## src/iee_consts.vh

```
// constants for the incremental encoder evaluation block
`ifndef IEE_CONSTS_VH
`define IEE_CONSTS_VH
// -----------------------------------------------------------------
// clock and filter timing
// -----------------------------------------------------------------
`define IEE_CLK_HZ 50000000
`define IEE_FLT_SHORT_NS 2500
`define IEE_FLT_LONG_NS 25000
`define IEE_FLT_SHORT_CYC ((`IEE_FLT_SHORT_NS * (`IEE_CLK_HZ / 1000000) + 999) / 1000)
`define IEE_FLT_LONG_CYC ((`IEE_FLT_LONG_NS * (`IEE_CLK_HZ / 1000000) + 999) / 1000)
`define IEE_FLT_CNT_W 11
// -----------------------------------------------------------------
// register word addresses
// -----------------------------------------------------------------
`define IEE_REG_CONFIG 4'h0
`define IEE_REG_STATUS 4'h1
`define IEE_REG_IRQ_STAT 4'h2
`define IEE_REG_IRQ_MASK 4'h3
// -----------------------------------------------------------------
// config field positions
// -----------------------------------------------------------------
`define IEE_CFG_EVAL_LSB 0
`define IEE_CFG_FLT_A 2
`define IEE_CFG_FLT_B 3
`define IEE_CFG_FLT_DI 4
`define IEE_CFG_DIR_INV 5
`define IEE_CFG_FUNC_LSB 6
`define IEE_CFG_SYNC_PER 8
`define IEE_CFG_GATE_INV 9
`define IEE_CFG_STOP_CONT 10
`define IEE_CFG_W 11
`define IEE_CFG_RESET 11'h000
// -----------------------------------------------------------------
// encodings
// -----------------------------------------------------------------
`define IEE_EVAL_PULSE_DIR 2'h0
`define IEE_EVAL_SINGLE 2'h1
`define IEE_EVAL_DOUBLE 2'h2
`define IEE_EVAL_QUAD 2'h3
`define IEE_FUNC_INPUT 2'h0
`define IEE_FUNC_GATE 2'h1
`define IEE_FUNC_LATCH 2'h2
`define IEE_FUNC_SYNC 2'h3
// irq bit positions: 0 up, 1 down, 2 latch, 3 sync, 4 param error
`define IEE_IRQ_W 5
`endif

```

## src/iee_filter.v

```verilog
// synchroniser and minimum pulse width filter for one input
`timescale 1ns/1ns
module iee_filter #(
   parameter CNT_W = 11
) (
   input wire ref_clk,            // module clock
   input wire sys_rst,            // synchronous reset, active high
   input wire pin,                // raw asynchronous input
   input wire [CNT_W-1:0] hold,   // cycles a new level must hold
   output reg level               // filtered level
);
   reg sync1;
   reg sync2;
   reg sync3;
   reg [CNT_W-1:0] cnt;
   // -----------------------------------------------------------------
   // three stage synchroniser then hold counter
   // -----------------------------------------------------------------
   always @(posedge ref_clk)
   begin
      if (sys_rst)
      begin
         sync1 <= 1'b0;
         sync2 <= 1'b0;
         sync3 <= 1'b0;
         cnt <= {CNT_W{1'b0}};
         level <= 1'b0;
      end
      else
      begin
         sync1 <= pin;
         sync2 <= sync1;
         sync3 <= sync2;
         // level accepted only when stages two and three agree long enough
         if (sync2 != sync3 || sync3 == level)
            cnt <= {CNT_W{1'b0}};
         else if (cnt + 1'b1 >= hold)
         begin
            level <= sync3;
            cnt <= {CNT_W{1'b0}};
         end
         else
            cnt <= cnt + 1'b1;
      end
   end
endmodule // iee_filter

```

## src/iee_encoder_eval.v

```verilog
// incremental encoder evaluation top with avalon-mm register slave
//
// Design decisions made here: the Avalon-MM register port and the placing of the registers.
`timescale 1ns/1ns
`include "iee_consts.vh"
module iee_encoder_eval #(
   parameter CNT_W = `IEE_FLT_CNT_W
) (
   input wire ref_clk,               // 50 MHz clock
   input wire sys_rst,               // synchronous reset, active high
   input wire track_a,               // encoder track A pin
   input wire track_b,               // encoder track B pin
   input wire aux_digital_input,     // auxiliary digital input pin
   input wire master_stop,           // controlling master stopped
   input wire [3:0] avs_address,     // word address
   input wire avs_read,              // read strobe
   input wire avs_write,             // write strobe
   input wire [31:0] avs_writedata,  // write data
   output reg [31:0] avs_readdata,   // read data
   output reg avs_waitrequest,       // stall until answer
   output reg count_up,              // one-cycle up count pulse
   output reg count_down,            // one-cycle down count pulse
   output reg hardware_gate,         // gate open level
   output reg latch_pulse,           // latch and retrigger pulse
   output reg sync_pulse,            // synchronisation pulse
   output reg param_assign_error,    // parameter assignment error flag
   output reg irq                    // level interrupt
);
   // -----------------------------------------------------------------
   // declarations
   // -----------------------------------------------------------------
   reg [`IEE_CFG_W-1:0] config_reg;
   reg [`IEE_IRQ_W-1:0] irq_stat;
   reg [`IEE_IRQ_W-1:0] irq_mask;
   reg a_q;
   reg b_q;
   reg di_q;
   reg sync_done;
   reg bus_busy;
   reg next_up;
   reg next_down;
   reg dir_down;
   reg [31:0] next_readdata;
   wire a_f;
   wire b_f;
   wire di_f;
   wire [1:0] eval_mode;
   wire [1:0] di_func;
   wire gate_inv;
   wire b_eff;
   wire a_rise;
   wire a_fall;
   wire b_edge;
   wire di_rise;
   wire cfg_bad;
   wire wr_cfg;
   wire rd_stat;
   wire [`IEE_IRQ_W-1:0] events;
   wire stopped_off;

   // filter hold count from select bit
   function [CNT_W-1:0] hold_cycles;
      input sel_long;
      reg [31:0] full;
      begin
         if (sel_long)
            full = `IEE_FLT_LONG_CYC;
         else
            full = `IEE_FLT_SHORT_CYC;
         hold_cycles = full[CNT_W-1:0];
      end
   endfunction

   // parameter check for a candidate configuration
   function cfg_invalid;
      input [`IEE_CFG_W-1:0] cfg;
      begin
         cfg_invalid = cfg[`IEE_CFG_GATE_INV] &&
            (cfg[`IEE_CFG_FUNC_LSB+1:`IEE_CFG_FUNC_LSB] != `IEE_FUNC_GATE);
      end
   endfunction

   // -----------------------------------------------------------------
   // input filters
   // -----------------------------------------------------------------
   iee_filter #(.CNT_W(CNT_W)) u_flt_a (
      .ref_clk(ref_clk),
      .sys_rst(sys_rst),
      .pin(track_a),
      .hold(hold_cycles(config_reg[`IEE_CFG_FLT_A])),
      .level(a_f)
   );
   iee_filter #(.CNT_W(CNT_W)) u_flt_b (
      .ref_clk(ref_clk),
      .sys_rst(sys_rst),
      .pin(track_b),
      .hold(hold_cycles(config_reg[`IEE_CFG_FLT_B])),
      .level(b_f)
   );
   iee_filter #(.CNT_W(CNT_W)) u_flt_di (
      .ref_clk(ref_clk),
      .sys_rst(sys_rst),
      .pin(aux_digital_input),
      .hold(hold_cycles(config_reg[`IEE_CFG_FLT_DI])),
      .level(di_f)
   );

   // -----------------------------------------------------------------
   // edge detection and configuration fields
   // -----------------------------------------------------------------
   assign eval_mode = config_reg[`IEE_CFG_EVAL_LSB+1:`IEE_CFG_EVAL_LSB];
   assign di_func = config_reg[`IEE_CFG_FUNC_LSB+1:`IEE_CFG_FUNC_LSB];
   assign gate_inv = config_reg[`IEE_CFG_GATE_INV];
   assign b_eff = b_f ^ config_reg[`IEE_CFG_DIR_INV];
   assign a_rise = a_f & ~a_q;
   assign a_fall = ~a_f & a_q;
   assign b_edge = b_f ^ b_q;
   assign di_rise = di_f & ~di_q;
   assign cfg_bad = cfg_invalid(config_reg);
   assign wr_cfg = avs_write && !bus_busy && avs_address == `IEE_REG_CONFIG;
   assign rd_stat = avs_read && !bus_busy && avs_address == `IEE_REG_IRQ_STAT;
   assign stopped_off = master_stop && !config_reg[`IEE_CFG_STOP_CONT];

   // -----------------------------------------------------------------
   // count pulse decode
   // -----------------------------------------------------------------
   always @*
   begin
      next_up = 1'b0;
      next_down = 1'b0;
      dir_down = 1'b0;
      case (eval_mode)
         `IEE_EVAL_PULSE_DIR:
         begin
            // low (unwired) B reads as up; pulse counted on A rising
            dir_down = b_eff;
            next_up = a_rise && !dir_down;
            next_down = a_rise && dir_down;
         end
         `IEE_EVAL_SINGLE:
         begin
            // one A edge pair with B low only
            next_up = a_rise && !b_eff;
            next_down = a_fall && !b_eff;
         end
         `IEE_EVAL_DOUBLE:
         begin
            // both A edges, direction from B
            dir_down = (a_rise && b_eff) || (a_fall && !b_eff);
            next_up = (a_rise || a_fall) && !dir_down;
            next_down = (a_rise || a_fall) && dir_down;
         end
         `IEE_EVAL_QUAD:
         begin
            // every edge of A and B; quadrature assumed from encoder
            if (a_rise || a_fall)
               dir_down = a_f ? b_eff : !b_eff;
            else
               dir_down = b_eff ? !a_f : a_f;
            next_up = (a_rise || a_fall || b_edge) && !dir_down;
            next_down = (a_rise || a_fall || b_edge) && dir_down;
         end
         default:
         begin
            next_up = 1'b0;
            next_down = 1'b0;
         end
      endcase
   end

   // sticky interrupt sources
   assign events = {cfg_bad, sync_pulse, latch_pulse, count_down, count_up};

   // -----------------------------------------------------------------
   // datapath: edge registers, counts, aux function, error flag
   // -----------------------------------------------------------------
   // previous filtered levels, reset to the idle low of the pins
   always @(posedge ref_clk)
   begin
      if (sys_rst)
      begin
         a_q <= 1'b0;
         b_q <= 1'b0;
         di_q <= 1'b0;
      end
      else
      begin
         a_q <= a_f;
         b_q <= b_f;
         di_q <= di_f;
      end
   end

   // one count per clock handles 400 kHz with 50 MHz clock
   always @(posedge ref_clk)
   begin
      if (sys_rst)
      begin
         count_up <= 1'b0;
         count_down <= 1'b0;
      end
      else
      begin
         count_up <= next_up && hardware_gate && !stopped_off;
         count_down <= next_down && hardware_gate && !stopped_off;
      end
   end

   // aux function: gate level, latch and sync pulses
   always @(posedge ref_clk)
   begin
      if (sys_rst)
      begin
         hardware_gate <= 1'b1;
         latch_pulse <= 1'b0;
         sync_pulse <= 1'b0;
      end
      else
      begin
         // gate closed at master stop in turn-off mode
         if (stopped_off)
            hardware_gate <= 1'b0;
         else if (di_func == `IEE_FUNC_GATE)
            hardware_gate <= di_f ^ gate_inv;
         else
            hardware_gate <= 1'b1;
         // retrigger and sync on rising aux edge
         latch_pulse <= di_rise && di_func == `IEE_FUNC_LATCH && !stopped_off;
         sync_pulse <= di_rise && di_func == `IEE_FUNC_SYNC && !stopped_off &&
            (config_reg[`IEE_CFG_SYNC_PER] || !sync_done);
      end
   end

   // once-only tracking; a pulse wins over a re-arming write
   always @(posedge ref_clk)
   begin
      if (sys_rst)
         sync_done <= 1'b0;
      else if (sync_pulse)
         sync_done <= 1'b1;
      else if (wr_cfg)
         sync_done <= 1'b0;
   end

   // error set on bad config, cleared only by a good assignment
   always @(posedge ref_clk)
   begin
      if (sys_rst)
         param_assign_error <= 1'b0;
      else if (wr_cfg)
         param_assign_error <= cfg_invalid(avs_writedata[`IEE_CFG_W-1:0]);
      else if (cfg_bad)
         param_assign_error <= 1'b1;
   end

   // -----------------------------------------------------------------
   // interrupt status and level output
   // -----------------------------------------------------------------
   // event sets win over the read clear
   always @(posedge ref_clk)
   begin
      if (sys_rst)
      begin
         irq_stat <= {`IEE_IRQ_W{1'b0}};
         irq <= 1'b0;
      end
      else
      begin
         if (rd_stat)
            irq_stat <= events;
         else
            irq_stat <= irq_stat | events;
         // level follows status one cycle late
         irq <= |(irq_stat & irq_mask);
      end
   end

   // -----------------------------------------------------------------
   // avalon-mm slave, one wait cycle per access
   // -----------------------------------------------------------------
   // read word of the addressed register
   always @*
   begin
      case (avs_address)
         `IEE_REG_CONFIG: next_readdata = {21'h000000, config_reg};
         `IEE_REG_STATUS: next_readdata = {26'h0000000, param_assign_error,
            hardware_gate, sync_done, di_f, b_f, a_f};
         `IEE_REG_IRQ_STAT: next_readdata = {27'h0000000, irq_stat};
         `IEE_REG_IRQ_MASK: next_readdata = {27'h0000000, irq_mask};
         default: next_readdata = 32'h00000000;
      endcase
   end

   // registers and handshake
   always @(posedge ref_clk)
   begin
      if (sys_rst)
      begin
         config_reg <= `IEE_CFG_RESET;
         irq_mask <= {`IEE_IRQ_W{1'b0}};
         avs_readdata <= 32'h00000000;
         avs_waitrequest <= 1'b1;
         bus_busy <= 1'b0;
      end
      else
      begin
         // default: stall, ready for the next request
         avs_waitrequest <= 1'b1;
         bus_busy <= 1'b0;
         if ((avs_read || avs_write) && !bus_busy)
         begin
            avs_waitrequest <= 1'b0;
            bus_busy <= 1'b1;
            if (avs_write)
            begin
               // writes answer zero on the read lines
               avs_readdata <= 32'h00000000;
               if (avs_address == `IEE_REG_CONFIG)
                  config_reg <= avs_writedata[`IEE_CFG_W-1:0];
               else if (avs_address == `IEE_REG_IRQ_MASK)
                  irq_mask <= avs_writedata[`IEE_IRQ_W-1:0];
            end
            else
               avs_readdata <= next_readdata;
         end
      end
   end
endmodule // iee_encoder_eval

```

## config.mk

```make
export PLATFORM = sky130hd
export DESIGN_NAME = iee_encoder_eval
export DESIGN_NICKNAME = d
export VERILOG_FILES = /design/src/iee_filter.v /design/src/iee_encoder_eval.v
export VERILOG_INCLUDE_DIRS = /design/src
export SDC_FILE = /design/constraint.sdc
export NUM_CORES = 1
export LEC_CHECK = 0
export BUFFER_PORTS_ARGS = -buffer_cell sky130_fd_sc_hd__buf_2
export CAP_MARGIN = 10
export CORE_ASPECT_RATIO = 0.9
export CORE_MARGIN = 1
export CORE_UTILIZATION = 55
export CTS_CLUSTER_SIZE = 40
export DETAILED_ROUTE_END_ITERATION = 6
export GPL_ROUTABILITY_DRIVEN = 0
export PLACE_DENSITY = 0.79
export SLEW_MARGIN = 20
export SYNTH_ARGS = -nofsm -noshare
export SYNTH_HDL_FRONTEND = slang
export SYNTH_SLANG_ARGS = --single-unit
```

## constraint.sdc

```tcl
create_clock -name ref_clk -period 3.19 [get_ports ref_clk]
set_input_delay 0.638 -clock ref_clk [delete_from_list [all_inputs] [get_ports ref_clk]]
set_output_delay 0.638 -clock ref_clk [all_outputs]
set_load 0.03 [all_outputs]
```

After elaboration in Yosys (flattened, before gate mapping)
Index checks and enable logic that the tools add are counted.
{"block": "totals", "regBits": 111, "in_bits": 44, "wordCells": 144, "output_inout_bits": 40}
{"block": "op_classes", "n_bitwise": 15, "n_addsub": 3, "n_mux": 20, "n_eq_ne": 17, "order_cmp": 3, "n_reduce_logical": 54}
{"operator": "$mux 11", "n": 4}
{"operator": "$pmux 11 s4", "n": 1}
{"operator": "$add 11x1->11 const B", "n": 3}
{"operator": "$ge 11x11->1", "n": 3}
{"operator": "$logic_and 1x1->1", "n": 24}
{"operator": "$mux 1", "n": 12}
{"operator": "$reduce_or 3->1", "n": 3}
{"operator": "$eq 2x2->1 const B", "n": 4}
{"operator": "$eq 4x2->1 const B", "n": 2}
{"operator": "$logic_not 1->1", "n": 8}
{"operator": "$logic_or 1x1->1", "n": 8}
{"operator": "$not 1->1", "n": 7}
{"operator": "$reduce_and 2->1", "n": 3}
{"operator": "$and 5x5->5", "n": 1}
{"operator": "$mux 5", "n": 1}
{"operator": "$or 5x5->5", "n": 1}
{"operator": "$reduce_or 5->1", "n": 1}
{"operator": "$eq 2x1->1 const B", "n": 2}
{"operator": "$eq 4x1->1 const B", "n": 1}
{"operator": "$logic_not 4->1", "n": 1}
{"operator": "$ne 2x1->1 const B", "n": 2}
{"operator": "$pmux 1 s4", "n": 1}
{"operator": "$reduce_and 4->1", "n": 1}
{"operator": "$reduce_bool 2->1", "n": 2}
{"operator": "other kinds (8)", "n": 16}

Logic depth before layout (Yosys ltp)
{"block": "logic_depth", "ltp_word": 10, "depth_mapped": 11, "ltp_nobuf": 10}

Cells and area by module
From an unflattened synthesis, not the netlist that was laid out.
{"block": "unflattened", "cells_unflattened": 529, "hier_area_um2": 4817.1}
{"module": "iee_encoder_eval", "area_each_um2": 2089.5, "n_inst": 1, "seq_area_each_um2": 900.9, "cells_each": 220}
{"module": "iee_filter (u_flt_a ...)", "area_each_um2": 919.6, "n_inst": 2, "seq_area_each_um2": 300.3, "cells_each": 103}
{"module": "iee_filter (u_flt_di)", "area_each_um2": 888.4, "n_inst": 1, "seq_area_each_um2": 300.3, "cells_each": 103}

Least setup slack after synthesis
No wires, ideal clock.
{"block": "synth_timing", "path_kind": "register to register", "start": "register u_flt_a.cnt[0]", "end": "register u_flt_a.cnt[10]", "stages_incl_launch_ff": 10, "arrival_time_ns": 2.708, "setup_ns": 0.062, "t_required_ns": 3.128, "synth_period_minus_slack_ns": 2.770, "path_buffers": 1, "path_slack_ns": 0.420, "cell_sequence": "dfxtp_1 ha_1 nand4_1 or4_1 xnor2_1 ha_1 or4_4 a221o_1 buf_6 nor2b_2"}
{"block": "synth_via", "elab_chain_cells": 3}
{"item": "start, declared", "line": "iee_filter.v:15", "text": "reg [CNT_W-1:0] cnt;"}
{"item": "start signal, assigned", "line": "iee_filter.v:26", "text": "cnt <= {CNT_W{1'b0}};"}
{"item": "start signal, assigned", "line": "iee_filter.v:36", "text": "cnt <= {CNT_W{1'b0}};"}
{"item": "start signal, assigned", "line": "iee_filter.v:40", "text": "cnt <= {CNT_W{1'b0}};"}
{"item": "$add 11x1->11 (*)", "line": "iee_filter.v:37, iee_filter.v:43"}
{"item": "$ge 11x11->1", "line": "iee_filter.v:37", "text": "else if (cnt + 1'b1 >= hold)"}
{"item": "$reduce_or 3->1 (no source line)"}
Every way passes the cells marked *; elsewhere a longest branch is shown, timed or not.
A chain may end at the register's enable or synchronous reset.

Final worst setup path
{"block": "layout_timing", "start": "register u_flt_a.cnt[1]", "end": "register u_flt_a.cnt[8]"}
The elaborated chain is that of the path after synthesis.

==> impl_metrics.py <==
metrics = {
    "run_status": {
        "outcome": "finished, final reports clean",
    },
    "final_layout": {
        "fin_cells": 616,
        "antenna_cells": 0,
        "nets": 585,
        "postLayoutCoreUtil_pct": 62.5,
        "final_layout_size_suffix_gt1_share_pct": 15.4,
        "synthToLayoutAreaGrowth_pct": 8.63,
    },
    "timing": {
        "maxSlewHeadroom_pct": 47.6,
        "hold_viol": 0,
        "worst_slew_pin_slew_ps": 786,
        "fin_crit_ps": 3030,
        "rsz0062_at_grt": "false",
        "max_freq_ghz": 0.330,
        "tns_ps": 0,
        "drv_slew": 0,
        "timing.hold.ws_ps": 439,
        "setup_viol": 0,
        "period_share_pct": 95.0,
        "skew_ps": 10.2,
    },
    "cts": {
        "clkSinkCount": 90,
        "cts_tree": "built",
        "cts_root_buffer": "clkbuf_8",
        "cts_setup_buffers": 0,
        "clockBufferDepth": 2,
        "cts_made_buffers": 9,
        "clk_latency_ps": 350,
        "htreeDepth": 3,
        "path_clk_slew_ps": 90,
        "cts_resized": 0,
        "cts_hold_buffers": 0,
    },
    "grt": {
        "antenna_found_initial": 0,
        "grtUsageTotal_pct": 21.2,
        "grt_pass1_wl_um": 13700,
        "grt_overflow": 0,
        "grt_max_degree": 44,
        "grt_pass1_vias": 3110,
    },
    "synth": {
        "syn_area_sq_mm": 0.00441,
        "synth_area_leaders": "dfxtp_1 (41%), ha_1 (7.4%), mux2i_1 (6.1%)",
        "ys_ff_latch": 90,
        "yosys.area.top_type": "dfxtp_1",
        "seq_area_frac_synth_pct": 40.9,
        "avgSynthCellArea_sq_um": 9.26,
        "synth_edf_count": 0,
        "ys.flop_type": "dfxtp_1",
        "synthArstFlopShare_pct": 0,
        "yosysTopAreaCellShare_pct": 40.9,
        "ys_warn_count": 0,
        "syn_inst": 476,
        "yosysUniqueCellTypes": 59,
    },
    "power": {
        "power-per-cell-area_mw_per_mm2": 407,
        "p_leak_nw": 2.02,
        "peakVddDrop_mv": 0.251,
        "p_total_mw": 1.95,
    },
    "floorplan": {
        "die_area_sq_mm": 0.00837,
        "die_h_um": 86.9,
        "die_w_um": 96.3,
        "num_rows": 30,
        "core_area_sq_mm": 0.00766,
        "io_pins": 84,
        "start_util_pct": 57.5,
    },
    "placed_design": {
        "hpwl_um": 6110,
        "dpl.cell_count": 600,
        "port_buffers": 41,
    },
    "detailed_routing": {
        "num_vias": 3303,
        "drc_errors": 0,
        "wl_um": 8300,
        "wl_per_cell_um": 13.5,
        "post_drt_via_cell_ratio": 5.36,
        "drtIter0Drc": 217,
        "dr.pass1.iters": 5,
        "ant_nets": 0,
    },
    "critical_path": {
        "end_kind": "flip-flop",
        "crit_type": "reg2reg",
        "cp_max_fo": 6,
        "cpMaxStageDelayCell": "or4_4",
        "critPathLaunchType": "flip-flop",
        "worstPathArrival_ps": 3330,
        "crit_top_cell": "ha_1",
        "slowest_delay_ps": 550,
        "cp.required_ps": 3490,
        "path_cells": "ha_1, nand4_1, or4_1, xnor2_1, ha_1, or4_4, a221o_1, buf_4, nor2_2",
    },
    "min_path": {
        "hold_path.class": "reg2reg",
    },
    "run": {
        "max_cap_violations": 0,
    },
}
layout by cell type, fill, tap and decap left out, drive strengths merged, types with 11 or more instances in the layout:
cell type  count
ha            26
a22o          11
conb          21
mux2i         27
inv           22
xnor2         24
xor2          12
buf           45
dfxtp         90
nor2          69
a21oi         18
nor2b         26
nand2         14
nand3         18
final cells by class:
| type | count | area [sq um] |
|---|---|---|
| multi-input cells | 349 | 2380 |
| inverters | 20 | 75.1 |
| fillers | 659 | 2870 |
| clock inverters | 7 | 53.8 |
| flip-flops and latches | 90 | 1800 |
| repair buffers | 45 | 235 |
| well taps | 96 | 120 |
| clock buffers | 9 | 124 |
report_power, final:
part	leakage, nW	switching [mW]	internal [mW]	total [mW]
Clock	0.0875	0.413	0.290	0.703
Sequential	0.727	0.00815	1.13	1.14
Combinational	1.20	0.0754	0.0288	0.104
Total	2.02	0.497	1.45	1.95
worst paths after layout:
path	startpoint	to	slack (ps)	cells past startpoint
min	u_flt_di.sync1	u_flt_di.sync2	440	1
max	u_flt_a.cnt[1]	u_flt_a.cnt[8]	160	9
max reg2reg	u_flt_a.cnt[1]	u_flt_a.cnt[8]	160	9
min reg2reg	u_flt_di.sync1	u_flt_di.sync2	440	1
Yosys cell counts (2+ instances only):
cell	n
clkbuf_1	10
mux2i_1	27
ha_1	26
and3_1	2
nand2_1	14
a21oi_1	18
a221oi_1	2
buf_1	3
nand3b_1	3
o21ai_0	10
inv_1	20
nor2_2	6
nor2_1	63
a22o_1	11
nor2b_2	3
or4_1	2
buf_2	2
a21boi_0	4
dfxtp_1	90
a31oi_1	3
nand4_1	6
xnor2_1	23
o311ai_0	2
or3_1	2
xor2_1	12
nor3_1	8
o21a_1	2
nand3_1	16
o22ai_1	5
nand2b_1	6
a21o_1	2
buf_4	21
nand4b_1	2
a211oi_1	3
a22oi_1	2
nor2b_1	22
through the flow:
step           cell area [sq um]  setup slack (ps)
2_1_floorplan               4480               420
3_3_place_gp                4610               280
3_5_place_dp                4610               173
4_1_cts                     4790               139
5_1_grt                     4790              9.47
6_report                    4790               158
critical path, delay by kind of cell, from the launching register on:
| kind | cells | cell delay [ps] |
|---|---|---|
| AOI/OAI and AO/OA | 1 | 410 |
| xor gates and xnor gates | 1 | 160 |
| DFF | 1 | 410 |
| buffers and inverters | 1 | 190 |
| adders and majority gates | 2 | 450 |
| and+or+nand+nor | 4 | 1370 |
cell families (layout without fill, tap and decap cells):
family	after synthesis	count (layout)	synth area share [%]
compound gates	71	71	11.0
xor+xnor	36	36	7.33
fa+ha+maj	26	26	7.38
buf+inv	57	81	6.87
flops	90	90	40.9
mux	27	27	6.13
other cells	1	21	0.0851
simple gates	168	168	20.3
layer usage:
layer  global-route usage, %  up-vias  share of wire (%)
met2                    36.0       76                 48
met3                    4.45        8                4.6
li1                        -     1680                  -
met1                    26.6     1539                 46
met5                       0        -                  0
met4                    7.62        0                1.0
Note: power is estimated with default switching activity, not from simulation.
